## config.mk

```make
export PLATFORM = sky130hd
export DESIGN_NAME = tccc_top
export DESIGN_NICKNAME = d
export VERILOG_FILES = /design/src/core/tccc_pkg.sv /design/src/core/tccc_cnt_if.sv /design/src/core/tccc_capture.sv /design/src/core/tccc_bufload.sv /design/src/core/tccc_top.sv
export SDC_FILE = /design/constraint.sdc
export NUM_CORES = 1
export LEC_CHECK = 0
export ABC_AREA = 0
export BUFFER_PORTS_ARGS = -buffer_cell sky130_fd_sc_hd__buf_2
export CORE_UTILIZATION = 40
export DETAILED_ROUTE_END_ITERATION = 16
export GPL_TIMING_DRIVEN = 1
export PLACE_DENSITY_LB_ADDON = 0.05
export REMOVE_ABC_BUFFERS = 1
export SLEW_MARGIN = 10
export SYNTH_ARGS = -nofsm -noshare
export SYNTH_HDL_FRONTEND = slang
export SYNTH_SLANG_ARGS = --single-unit
```

## constraint.sdc

```tcl
create_clock -name CLK -period 5.3 [get_ports CLK]
set_clock_uncertainty 0.05 [all_clocks]
set_input_delay 0.265 -clock CLK [delete_from_list [all_inputs] [get_ports CLK]]
set_output_delay 0.265 -clock CLK [all_outputs]
set_load 0.005 [all_outputs]
```

## src/core/tccc_pkg.sv

```systemverilog
// Constants and types shared by the compare/capture channel
package tccc_pkg;
  // ----------------------------------------------------------------
  // Register offsets and reset values
  // ----------------------------------------------------------------
  localparam logic [3:0] OFF_CTRL = 4'h0;
  localparam logic [3:0] OFF_INTE = 4'h4;
  localparam logic [3:0] OFF_DATA = 4'h8;
  localparam logic [3:0] OFF_FLAG = 4'hc;
  localparam logic [15:0] CTRL_RST = 16'h0000;
  localparam logic [15:0] INTE_RST = 16'h0000;
  localparam logic [15:0] FLAG_RST = 16'h0000;
  localparam logic [15:0] DATA_RST = 16'h0000;
  localparam logic [15:0] CTL_WMASK = 16'hff7f;
  // ----------------------------------------------------------------
  // Control field positions
  // ----------------------------------------------------------------
  localparam int SYNC_B = 15;
  localparam int BUF_HI = 14;
  localparam int BUF_LO = 12;
  localparam int SRC_HI = 11;
  localparam int SRC_LO = 10;
  localparam int EDG_HI = 9;
  localparam int EDG_LO = 8;
  localparam int PAIR_B = 6;
  localparam int SWLV_B = 5;
  localparam int OMD_HI = 4;
  localparam int OMD_LO = 2;
  localparam int CCSEL_B = 0;
  // ----------------------------------------------------------------
  // Interrupt cause positions
  // ----------------------------------------------------------------
  localparam int CH_INDEX = 0;
  localparam int IB_ZERO = 0;
  localparam int IB_MAX = 1;
  localparam int IB_CC = 2 + 2 * CH_INDEX;
  localparam int IB_OW = 3 + 2 * CH_INDEX;
  localparam logic [15:0] IE_MASK = 16'h0003 | (16'h000c << (2 * CH_INDEX));
  // ----------------------------------------------------------------
  // Codes
  // ----------------------------------------------------------------
  localparam logic [1:0] SRC_PIN = 2'h0;
  localparam logic [1:0] SRC_SW_LO = 2'h2;
  localparam logic [1:0] SRC_SW_HI = 2'h3;
  localparam logic [1:0] EDGE_RISE = 2'h1;
  localparam logic [1:0] EDGE_FALL = 2'h2;
  localparam logic [1:0] EDGE_BOTH = 2'h3;
  localparam logic [2:0] OUT_SW = 3'h0;
  typedef enum logic [2:0] {
    BUF_WRITE = 3'h0,
    BUF_PERIOD = 3'h1,
    BUF_MATCH = 3'h2,
    BUF_WRAP = 3'h3,
    BUF_MATCH_RST = 3'h4
  } tccc_bufmd_e;
  typedef enum logic [1:0] {
    DIR_UP = 2'h0,
    DIR_DOWN = 2'h1,
    DIR_UPDN = 2'h2
  } tccc_dir_e;
endpackage : tccc_pkg

```

## src/core/tccc_cnt_if.sv

```systemverilog
// Counter state carried to the channel submodules
`timescale 1ns/1ps
interface tccc_cnt_if;
  logic [15:0] value;
  logic step;
  logic at_max;
  logic at_zero;
  tccc_pkg::tccc_dir_e dir;
  modport src (output value, step, at_max, at_zero, dir);
  modport sink (input value, step, at_max, at_zero, dir);
endinterface : tccc_cnt_if

```

## src/core/tccc_capture.sv

```systemverilog
// Capture trigger selection and counter sampling
`timescale 1ns/1ps
module tccc_capture (
  input wire logic clk,
  input wire logic rst,
  tccc_cnt_if.sink cnt,
  input wire logic enable,
  input wire logic sync_sel,
  input wire logic [1:0] src,
  input wire logic [1:0] edge_sel,
  input wire logic pin_lvl,
  input wire logic sw_rise,
  input wire logic sw_fall,
  output logic cap_evt,
  output logic [15:0] cap_val
);
  function automatic logic edge_hit(
    input logic [1:0] sel,
    input logic rise,
    input logic fall
  );
    case (sel)
      tccc_pkg::EDGE_RISE: edge_hit = rise;
      tccc_pkg::EDGE_FALL: edge_hit = fall;
      tccc_pkg::EDGE_BOTH: edge_hit = rise | fall;
      default: edge_hit = 1'b0;
    endcase
  endfunction : edge_hit

  logic prev_q, prev_d, pend_q, pend_d, evt_q, evt_d, trig;
  logic [15:0] val_q, val_d;

  always_comb begin
    trig = 1'b0;
    if (enable && src == tccc_pkg::SRC_PIN) begin
      trig = edge_hit(edge_sel, pin_lvl & ~prev_q, ~pin_lvl & prev_q);
    end else if (enable) begin
      trig = edge_hit(edge_sel, sw_rise, sw_fall);
    end
    prev_d = pin_lvl;
    pend_d = trig & sync_sel;
    evt_d = (trig & ~sync_sel) | pend_q;
    val_d = evt_d ? cnt.value : val_q;
  end

  always_ff @(posedge clk) begin
    if (rst) begin
      prev_q <= 1'b0;
      pend_q <= 1'b0;
      evt_q <= 1'b0;
      val_q <= tccc_pkg::DATA_RST;
    end else begin
      prev_q <= prev_d;
      pend_q <= pend_d;
      evt_q <= evt_d;
      val_q <= val_d;
    end
  end

  assign cap_evt = evt_q;
  assign cap_val = val_q;
endmodule : tccc_capture

```

## src/core/tccc_bufload.sv

```systemverilog
// Compare buffer and its load timing
`timescale 1ns/1ps
module tccc_bufload (
  input wire logic clk,
  input wire logic rst,
  tccc_cnt_if.sink cnt,
  input wire logic enable,
  input wire logic [2:0] code,
  input wire logic wr_pend,
  input wire logic [15:0] data,
  output logic match,
  output logic [15:0] buf_val,
  output logic cnt_clear,
  output logic cnt_load_max
);
  logic [15:0] buf_q, buf_d;
  logic hit, load, dn, ud;
  logic match_q, match_d, clr_q, clr_d, max_q, max_d;

  always_comb begin
    dn = cnt.dir == tccc_pkg::DIR_DOWN;
    ud = cnt.dir == tccc_pkg::DIR_UPDN;
    hit = enable & cnt.step & (cnt.value == buf_q);
    load = 1'b0;
    clr_d = 1'b0;
    max_d = 1'b0;
    case (code)
      tccc_pkg::BUF_WRITE: load = wr_pend;
      tccc_pkg::BUF_PERIOD: begin
        load = dn ? cnt.at_zero : ud ? (cnt.at_max | cnt.at_zero) : cnt.at_max;
      end
      tccc_pkg::BUF_MATCH: load = hit;
      tccc_pkg::BUF_WRAP: begin
        load = dn ? cnt.at_max : ud ? (hit | cnt.at_zero) : cnt.at_zero;
      end
      tccc_pkg::BUF_MATCH_RST: begin
        load = hit;
        clr_d = hit & ~dn;
        max_d = hit & dn;
      end
      default: load = 1'b0;
    endcase
    buf_d = (load & enable) ? data : buf_q;
    match_d = hit;
  end

  always_ff @(posedge clk) begin
    if (rst) begin
      buf_q <= tccc_pkg::DATA_RST;
      match_q <= 1'b0;
      clr_q <= 1'b0;
      max_q <= 1'b0;
    end else begin
      buf_q <= buf_d;
      match_q <= match_d;
      clr_q <= clr_d;
      max_q <= max_d;
    end
  end

  assign match = match_q;
  assign buf_val = buf_q;
  assign cnt_clear = clr_q;
  assign cnt_load_max = max_q;
endmodule : tccc_bufload

```

## src/core/tccc_top.sv

```systemverilog
// Compare/capture channel top with its register port
//
// How it works
// - Enable bit set lets its cause interrupt
// - Separate enables for zero, max, compare, overwrite
// - Enables of absent channels read zero
// - Sync bit picks synchronous or asynchronous capture
// - Buffer load code picks timing; reserved ignored
// - Code 0 loads on edge after write
// - Code 1 loads at max or zero
// - Code 2 loads on previous value match
// - Code 3 loads on counter wrap
// - Code 4 loads on match, resets counter
// - Source field picks pin or software trigger
// - Selected edge stores counter in data register
// - Edge code none, rise, fall or both
// - Source field change makes software trigger
// - Paired bit uses both comparator matches
// - Software mode drives output from level bit
// - Level bit one high, zero low
//
// Decided for this implementation: the plain strobed port and the placing of the registers.
`timescale 1ns/1ps
module tccc_top (
  input wire logic CLK,
  input wire logic RST,
  input wire logic [3:0] ADDR,
  input wire logic [15:0] WDATA,
  input wire logic WR,
  input wire logic RD,
  output logic [15:0] RDATA,
  input wire logic CAP_PIN,
  input wire logic [15:0] CNT_VALUE,
  input wire logic CNT_STEP,
  input wire logic CNT_AT_MAX,
  input wire logic CNT_AT_ZERO,
  input wire logic [1:0] CNT_DIR,
  input wire logic PAIR_MATCH,
  output logic MATCH,
  output logic TOUT,
  output logic IRQ,
  output logic CNT_CLEAR,
  output logic CNT_LOAD_MAX
);
  // ----------------------------------------------------------------
  // Declarations
  // ----------------------------------------------------------------
  logic [15:0] ctrl_q, ctrl_d;
  logic [15:0] inte_q, inte_d;
  logic [15:0] flag_q, flag_d;
  logic [15:0] data_q, data_d;
  logic [15:0] rdata_q, rdata_d;
  logic [15:0] flag_set;
  logic pend_q, pend_d;
  logic sw_rise_q, sw_rise_d;
  logic sw_fall_q, sw_fall_d;
  logic tout_q, tout_d;
  logic irq_q, irq_d;
  logic sync1_q, sync2_q;
  logic pin_hist_q;
  logic wr_ctrl, wr_inte, wr_data, wr_flag;
  logic cap_mode;
  logic [2:0] buf_code;
  logic [1:0] src_sel;
  logic [1:0] edge_sel;
  logic [2:0] out_mode;
  logic cap_evt;
  logic [15:0] cap_val;
  logic match_w;
  logic [15:0] buf_val;
  logic clr_w, max_w;

  tccc_cnt_if cnt_if ();

  assign cnt_if.value = CNT_VALUE;
  assign cnt_if.step = CNT_STEP;
  assign cnt_if.at_max = CNT_AT_MAX;
  assign cnt_if.at_zero = CNT_AT_ZERO;
  assign cnt_if.dir = tccc_pkg::tccc_dir_e'(CNT_DIR);

  // ----------------------------------------------------------------
  // Field decode
  // ----------------------------------------------------------------
  assign wr_ctrl = WR && (ADDR == tccc_pkg::OFF_CTRL);
  assign wr_inte = WR && (ADDR == tccc_pkg::OFF_INTE);
  assign wr_data = WR && (ADDR == tccc_pkg::OFF_DATA);
  assign wr_flag = WR && (ADDR == tccc_pkg::OFF_FLAG);
  assign cap_mode = ctrl_q[tccc_pkg::CCSEL_B];
  assign buf_code = ctrl_q[tccc_pkg::BUF_HI:tccc_pkg::BUF_LO];
  assign src_sel = ctrl_q[tccc_pkg::SRC_HI:tccc_pkg::SRC_LO];
  assign edge_sel = ctrl_q[tccc_pkg::EDG_HI:tccc_pkg::EDG_LO];
  assign out_mode = ctrl_q[tccc_pkg::OMD_HI:tccc_pkg::OMD_LO];

  // ----------------------------------------------------------------
  // Capture pin synchroniser
  // ----------------------------------------------------------------
  always_ff @(posedge CLK) begin
    if (RST) begin
      sync1_q <= 1'b0;
      sync2_q <= 1'b0;
      pin_hist_q <= 1'b0;
    end else begin
      sync1_q <= CAP_PIN;
      sync2_q <= sync1_q;
      pin_hist_q <= sync2_q;
    end
  end

  // ----------------------------------------------------------------
  // Submodules
  // ----------------------------------------------------------------
  tccc_capture u_capture (
    .clk(CLK),
    .rst(RST),
    .cnt(cnt_if.sink),
    .enable(cap_mode),
    .sync_sel(ctrl_q[tccc_pkg::SYNC_B]),
    .src(src_sel),
    .edge_sel(edge_sel),
    .pin_lvl(sync2_q),
    .sw_rise(sw_rise_q),
    .sw_fall(sw_fall_q),
    .cap_evt(cap_evt),
    .cap_val(cap_val)
  );

  tccc_bufload u_bufload (
    .clk(CLK),
    .rst(RST),
    .cnt(cnt_if.sink),
    .enable(~cap_mode),
    .code(buf_code),
    .wr_pend(pend_q),
    .data(data_q),
    .match(match_w),
    .buf_val(buf_val),
    .cnt_clear(clr_w),
    .cnt_load_max(max_w)
  );

  // ----------------------------------------------------------------
  // Registers, flags and output
  // ----------------------------------------------------------------
  always_comb begin
    ctrl_d = ctrl_q;
    inte_d = inte_q;
    data_d = data_q;
    pend_d = 1'b0;
    sw_rise_d = 1'b0;
    sw_fall_d = 1'b0;
    if (wr_ctrl) begin
      ctrl_d = WDATA & tccc_pkg::CTL_WMASK;
      if (WDATA[tccc_pkg::CCSEL_B]) begin
        sw_rise_d = (src_sel == tccc_pkg::SRC_SW_LO) &&
          (WDATA[tccc_pkg::SRC_HI:tccc_pkg::SRC_LO] == tccc_pkg::SRC_SW_HI);
        sw_fall_d = (src_sel == tccc_pkg::SRC_SW_HI) &&
          (WDATA[tccc_pkg::SRC_HI:tccc_pkg::SRC_LO] == tccc_pkg::SRC_SW_LO);
      end
    end
    if (wr_inte) begin
      inte_d = WDATA & tccc_pkg::IE_MASK;
    end
    if (wr_data) begin
      data_d = WDATA;
      pend_d = 1'b1;
    end
    if (cap_evt) begin
      data_d = cap_val;
    end
  end

  always_comb begin
    flag_set = 16'h0000;
    flag_set[tccc_pkg::IB_ZERO] = CNT_AT_ZERO;
    flag_set[tccc_pkg::IB_MAX] = CNT_AT_MAX;
    flag_set[tccc_pkg::IB_CC] = cap_mode ? cap_evt : match_w;
    flag_set[tccc_pkg::IB_OW] = cap_mode & cap_evt &
      flag_q[tccc_pkg::IB_CC];
    flag_d = flag_q;
    if (wr_flag) begin
      flag_d = flag_q & ~WDATA;
    end
    flag_d = (flag_d | flag_set) & tccc_pkg::IE_MASK;
    irq_d = |(flag_q & inte_q);
  end

  always_comb begin
    tout_d = tout_q;
    if (!cap_mode) begin
      if (out_mode == tccc_pkg::OUT_SW) begin
        tout_d = ctrl_q[tccc_pkg::SWLV_B];
      end else if (ctrl_q[tccc_pkg::PAIR_B]) begin
        if (match_w) begin
          tout_d = 1'b0;
        end else if (PAIR_MATCH) begin
          tout_d = 1'b1;
        end
      end else if (match_w) begin
        tout_d = 1'b0;
      end else if (CNT_DIR == tccc_pkg::DIR_DOWN ? CNT_AT_ZERO
                                                 : CNT_AT_MAX) begin
        tout_d = 1'b1;
      end
    end
  end

  always_comb begin
    rdata_d = 16'h0000;
    if (RD) begin
      case (ADDR)
        tccc_pkg::OFF_CTRL: rdata_d = ctrl_q;
        tccc_pkg::OFF_INTE: rdata_d = inte_q;
        tccc_pkg::OFF_DATA: rdata_d = data_q;
        tccc_pkg::OFF_FLAG: rdata_d = flag_q;
        default: rdata_d = 16'h0000;
      endcase
    end
  end

  always_ff @(posedge CLK) begin
    if (RST) begin
      ctrl_q <= tccc_pkg::CTRL_RST;
      inte_q <= tccc_pkg::INTE_RST;
      flag_q <= tccc_pkg::FLAG_RST;
      data_q <= tccc_pkg::DATA_RST;
      rdata_q <= 16'h0000;
      pend_q <= 1'b0;
      sw_rise_q <= 1'b0;
      sw_fall_q <= 1'b0;
      tout_q <= 1'b0;
      irq_q <= 1'b0;
    end else begin
      ctrl_q <= ctrl_d;
      inte_q <= inte_d;
      flag_q <= flag_d;
      data_q <= data_d;
      rdata_q <= rdata_d;
      pend_q <= pend_d;
      sw_rise_q <= sw_rise_d;
      sw_fall_q <= sw_fall_d;
      tout_q <= tout_d;
      irq_q <= irq_d;
    end
  end

  assign RDATA = rdata_q;
  assign TOUT = tout_q;
  assign IRQ = irq_q;
  assign MATCH = match_w;
  assign CNT_CLEAR = clr_w;
  assign CNT_LOAD_MAX = max_w;
endmodule : tccc_top

```

==> results.ini <==
[synth]
postSynthRegisterBits=100
synthCells=456
synthesis.area_sq_um=4270
postSynth.topFlopCell=sky130_fd_sc_hd__dfxtp_1
synth-warning-count=0
syn-mean-instance-area_sq_um=9.37
synth_top_area_cell=sky130_fd_sc_hd__dfxtp_1
share_of_flip_flops_with_an_asynchronous_set_or_reset_after_synthesis_pct=0
synth_top_cell_area_share_pct=46.9
synth_top_cells_by_area=sky130_fd_sc_hd__dfxtp_1, sky130_fd_sc_hd__mux2i_1, sky130_fd_sc_hd__nor2_1
netlist-cell-type-count=46
synth-edff-count=0
synth-seq-area-share_pct=46.9

[final_layout]
regArea_sq_um=2000
final_common_cell=sky130_fd_sc_hd__dfxtp_1
num_antenna_cells=0
flow.area_growth_from_synthesis_pct=13.9
multiInputGateArea_sq_um=2110
number_of_nets_in_the_layout=561
drive_gt1_share_pct=18.8
n_fill_cell=1022
most-common-layout-cells=sky130_fd_sc_hd__dfxtp_1, sky130_fd_sc_hd__buf_2, sky130_fd_sc_hd__nor2_1
stdcell_area_sq_um=4870

[timing]
finalWorstSetupSlack_ns=2.80
final_min_period_ns=2.50
timing_worst_slew_pin_value_ns=0.944
setup_viol_count_final=0
totalNegativeSetupSlack_ns=0
fmax_mhz=400
relSlewSlack_pct=37.1
hold-worst-slack_ns=0.0555
layout_worst_path_cycle_share_pct=47.1
fin_hold_viols=0
grt_setup_unrepaired=no
timing.final.max_slew_violations=0

[flow_run]
max-cap-violations=0

[pwr]
p_comb_share_pct=7.0
p_seq_share_pct=59.0
vdd.ir_drop.worst_mv=0.124
clock_power_share_pct=34.0
power.switching_uw=326
totalPowerFinal_mw=1.29
power-per-cell-area_nw_per_um2=266
power.share.switching_pct=25.2
power.internal_uw=968
cellLeakagePower_nw=1.85

[critical_path]
worstPathCellList=inv_1 -> ha_1 -> nand2_1 -> o211ai_1 -> a311oi_1 -> a21oi_2 -> buf_4 -> mux2i_1 -> nor2_1
cp_slowest_stage_delay_ns=0.75
worstPathRequired_ns=5.48
start_kind=flip-flop
timing.critical_path.arrival_ns=2.67
ff2ff_setup_slack_ns=2.80
timing.rr.start=sync2_q$_SDFF_PP0_
path_class=flip-flop to flip-flop
reg2reg_depth=9
critical-path-slowest-cell=sky130_fd_sc_hd__a21oi_2
rr_endpoint=u_capture.cap_val[11]$_SDFFE_PP0P_
worst-path-max-fanout=11
critPathCaptureType=flip-flop
worstSetupStartpoint=sync2_q$_SDFF_PP0_

[floorplanning]
floorplan.die.width_um=105
initial_core_util_pct=41.4
core_area_sq_um=10300
io_pins=68
std_cell_rows=37
fp.dieH_um=105
die_area_sq_um=11100

[clock_tree]
post_cts_clock_slew_at_the_launch_and_capture_registers_of_the_worst_setup_and_hold_paths_ns=0.09
tritoncts_num_sinks=100
post_cts_hold_buffer_count=0
cts_made_buffers=9
clock_tree_root_driver_cell=sky130_fd_sc_hd__clkbuf_8
total_number_of_h_tree_levels=3
max-clock-path-buffers=2
tritoncts=yes
clock_latency_ns=0.36
post_cts_buffers=0
cts.repair.resized=0

[routing]
drt-vias-per-instance=5.08
wire_per_inst_um=16.8
totalWireLength_mm=11.0
detail_route.drc_violations=0
first_iter_violations=119
vias=3315
ant_nets=0
drt_first_pass_iters=4

[placed_design]
detailedPlace.worstSlack_ns=2.80
port_buffers=67
place.detailed.hpwl_mm=7.22
gp_congestion=0.751
detailed_place.area_sq_um=4700

[worst_hold_path]
min_path_type=input pin to flip-flop
hold_depth=2
worst_hold_startpoint=CAP_PIN
holdPathEnd=sync1_q$_SDFF_PP0_

[outcome]
outcome=finished clean

[grt]
wire_length_of_the_first_global_routing_pass_mm=17.4
globalRouteOverflowTotal=0
grt_start_max_net_pins=67
gr-usage-all-layers_pct=20.7
grt_antenna_before_repair=0
grt_pass1_vias=3193

[power groups by stage]
| stage | clock, mW | sequential, mW | combinational [mW] |
|---|---|---|---|
| after floorplan | 0 | 0.780 | 0.0389 |
| after global placement | 0 | 0.782 | 0.0897 |
| after detailed placement | 0 | 0.782 | 0.0903 |
| after CTS | 0.457 | 0.764 | 0.0907 |
| after global routing | 0.487 | 0.765 | 0.0994 |
| final | 0.440 | 0.764 | 0.0907 |
[cell type report]
type	instances	share of cell area [%]
clock buffer	11	2.70
clock inverter	5	0.771
inverter	8	0.617
multi-input combinational	319	43.3
sequential	100	41.1
tap	136	3.50
timing repair buffer	74	7.97
[cells in the mapped netlist, types with 2 or more instances]
library cell / n
sky130_fd_sc_hd__and3_1: 2
sky130_fd_sc_hd__ha_1: 2
sky130_fd_sc_hd__xnor2_1: 5
sky130_fd_sc_hd__nand2b_1: 34
sky130_fd_sc_hd__buf_2: 7
sky130_fd_sc_hd__a211oi_1: 16
sky130_fd_sc_hd__nor3b_1: 3
sky130_fd_sc_hd__a22o_1: 3
sky130_fd_sc_hd__clkbuf_1: 18
sky130_fd_sc_hd__o21ai_0: 3
sky130_fd_sc_hd__xor2_1: 11
sky130_fd_sc_hd__nand4_1: 2
sky130_fd_sc_hd__dfxtp_1: 100
sky130_fd_sc_hd__mux2i_1: 55
sky130_fd_sc_hd__and2_1: 2
sky130_fd_sc_hd__a21oi_1: 22
sky130_fd_sc_hd__nor2_1: 64
sky130_fd_sc_hd__inv_1: 8
sky130_fd_sc_hd__mux2_2: 3
sky130_fd_sc_hd__a32oi_1: 2
sky130_fd_sc_hd__nor4_1: 2
sky130_fd_sc_hd__a22oi_1: 17
sky130_fd_sc_hd__nor2b_1: 8
sky130_fd_sc_hd__nand2_1: 44
sky130_fd_sc_hd__buf_1: 2
[flip-flops by register name (all words and copies together) (netlist names), 4 cells and up]
register and cells:
data_q 16, ctrl_q 15, u_capture.cap_val 16, RDATA 16
u_bufload.buf_val 16, flag_q 4, inte_q 4
[routing by layer]
metal | global-route usage (%) | part of all wire [%]
met2 | 33.9 | 46
met4 | 7.24 | 1.5
met3 | 2.41 | 3.5
met5 | 0 | 0
met1 | 28.2 | 49
[critical path: cells and delay by family (launching register included)]
family / cells / cell delay, ns
adder cells (fa/ha/maj): 1 / 0.27
buffers and inverters: 2 / 0.39
AND/OR/NAND/NOR: 2 / 0.10
multiplexers: 1 / 0.20
flip-flops: 1 / 0.35
AO/OA/AOI/OAI: 3 / 1.01
[metrics by stage]
stage,cells,util (%)
floorplan,427,-
global placement,637,45.5
detailed placement,637,45.5
CTS,653,47.1
global route,653,47.1
finish,653,47.1
[cell families (layout without fill, tap and decap cells)]
logic type	Yosys count	count (layout)	share of synthesized area, %
fa+ha+maj	2	2	0.586
simple gates	169	169	19.2
buf+inv	37	98	3.81
flops	100	100	46.9
mux	60	60	14.5
xor+xnor	16	16	3.28
compound gates	72	72	11.8
[how the worst max path moves through the flow]
stage	to	slack (ns)
after floorplan	u_capture.cap_val[0]$_SDFFE_PP0P_	3.23
after global placement	data_q[14]$_SDFFE_PP0P_	2.81
after detailed placement	data_q[14]$_SDFFE_PP0P_	2.80
after CTS	u_capture.cap_val[1]$_SDFFE_PP0P_	2.78
after global routing	u_capture.cap_val[1]$_SDFFE_PP0P_	2.56
final	u_capture.cap_val[11]$_SDFFE_PP0P_	2.80
Note: power is estimated with default switching activity, not from simulation.
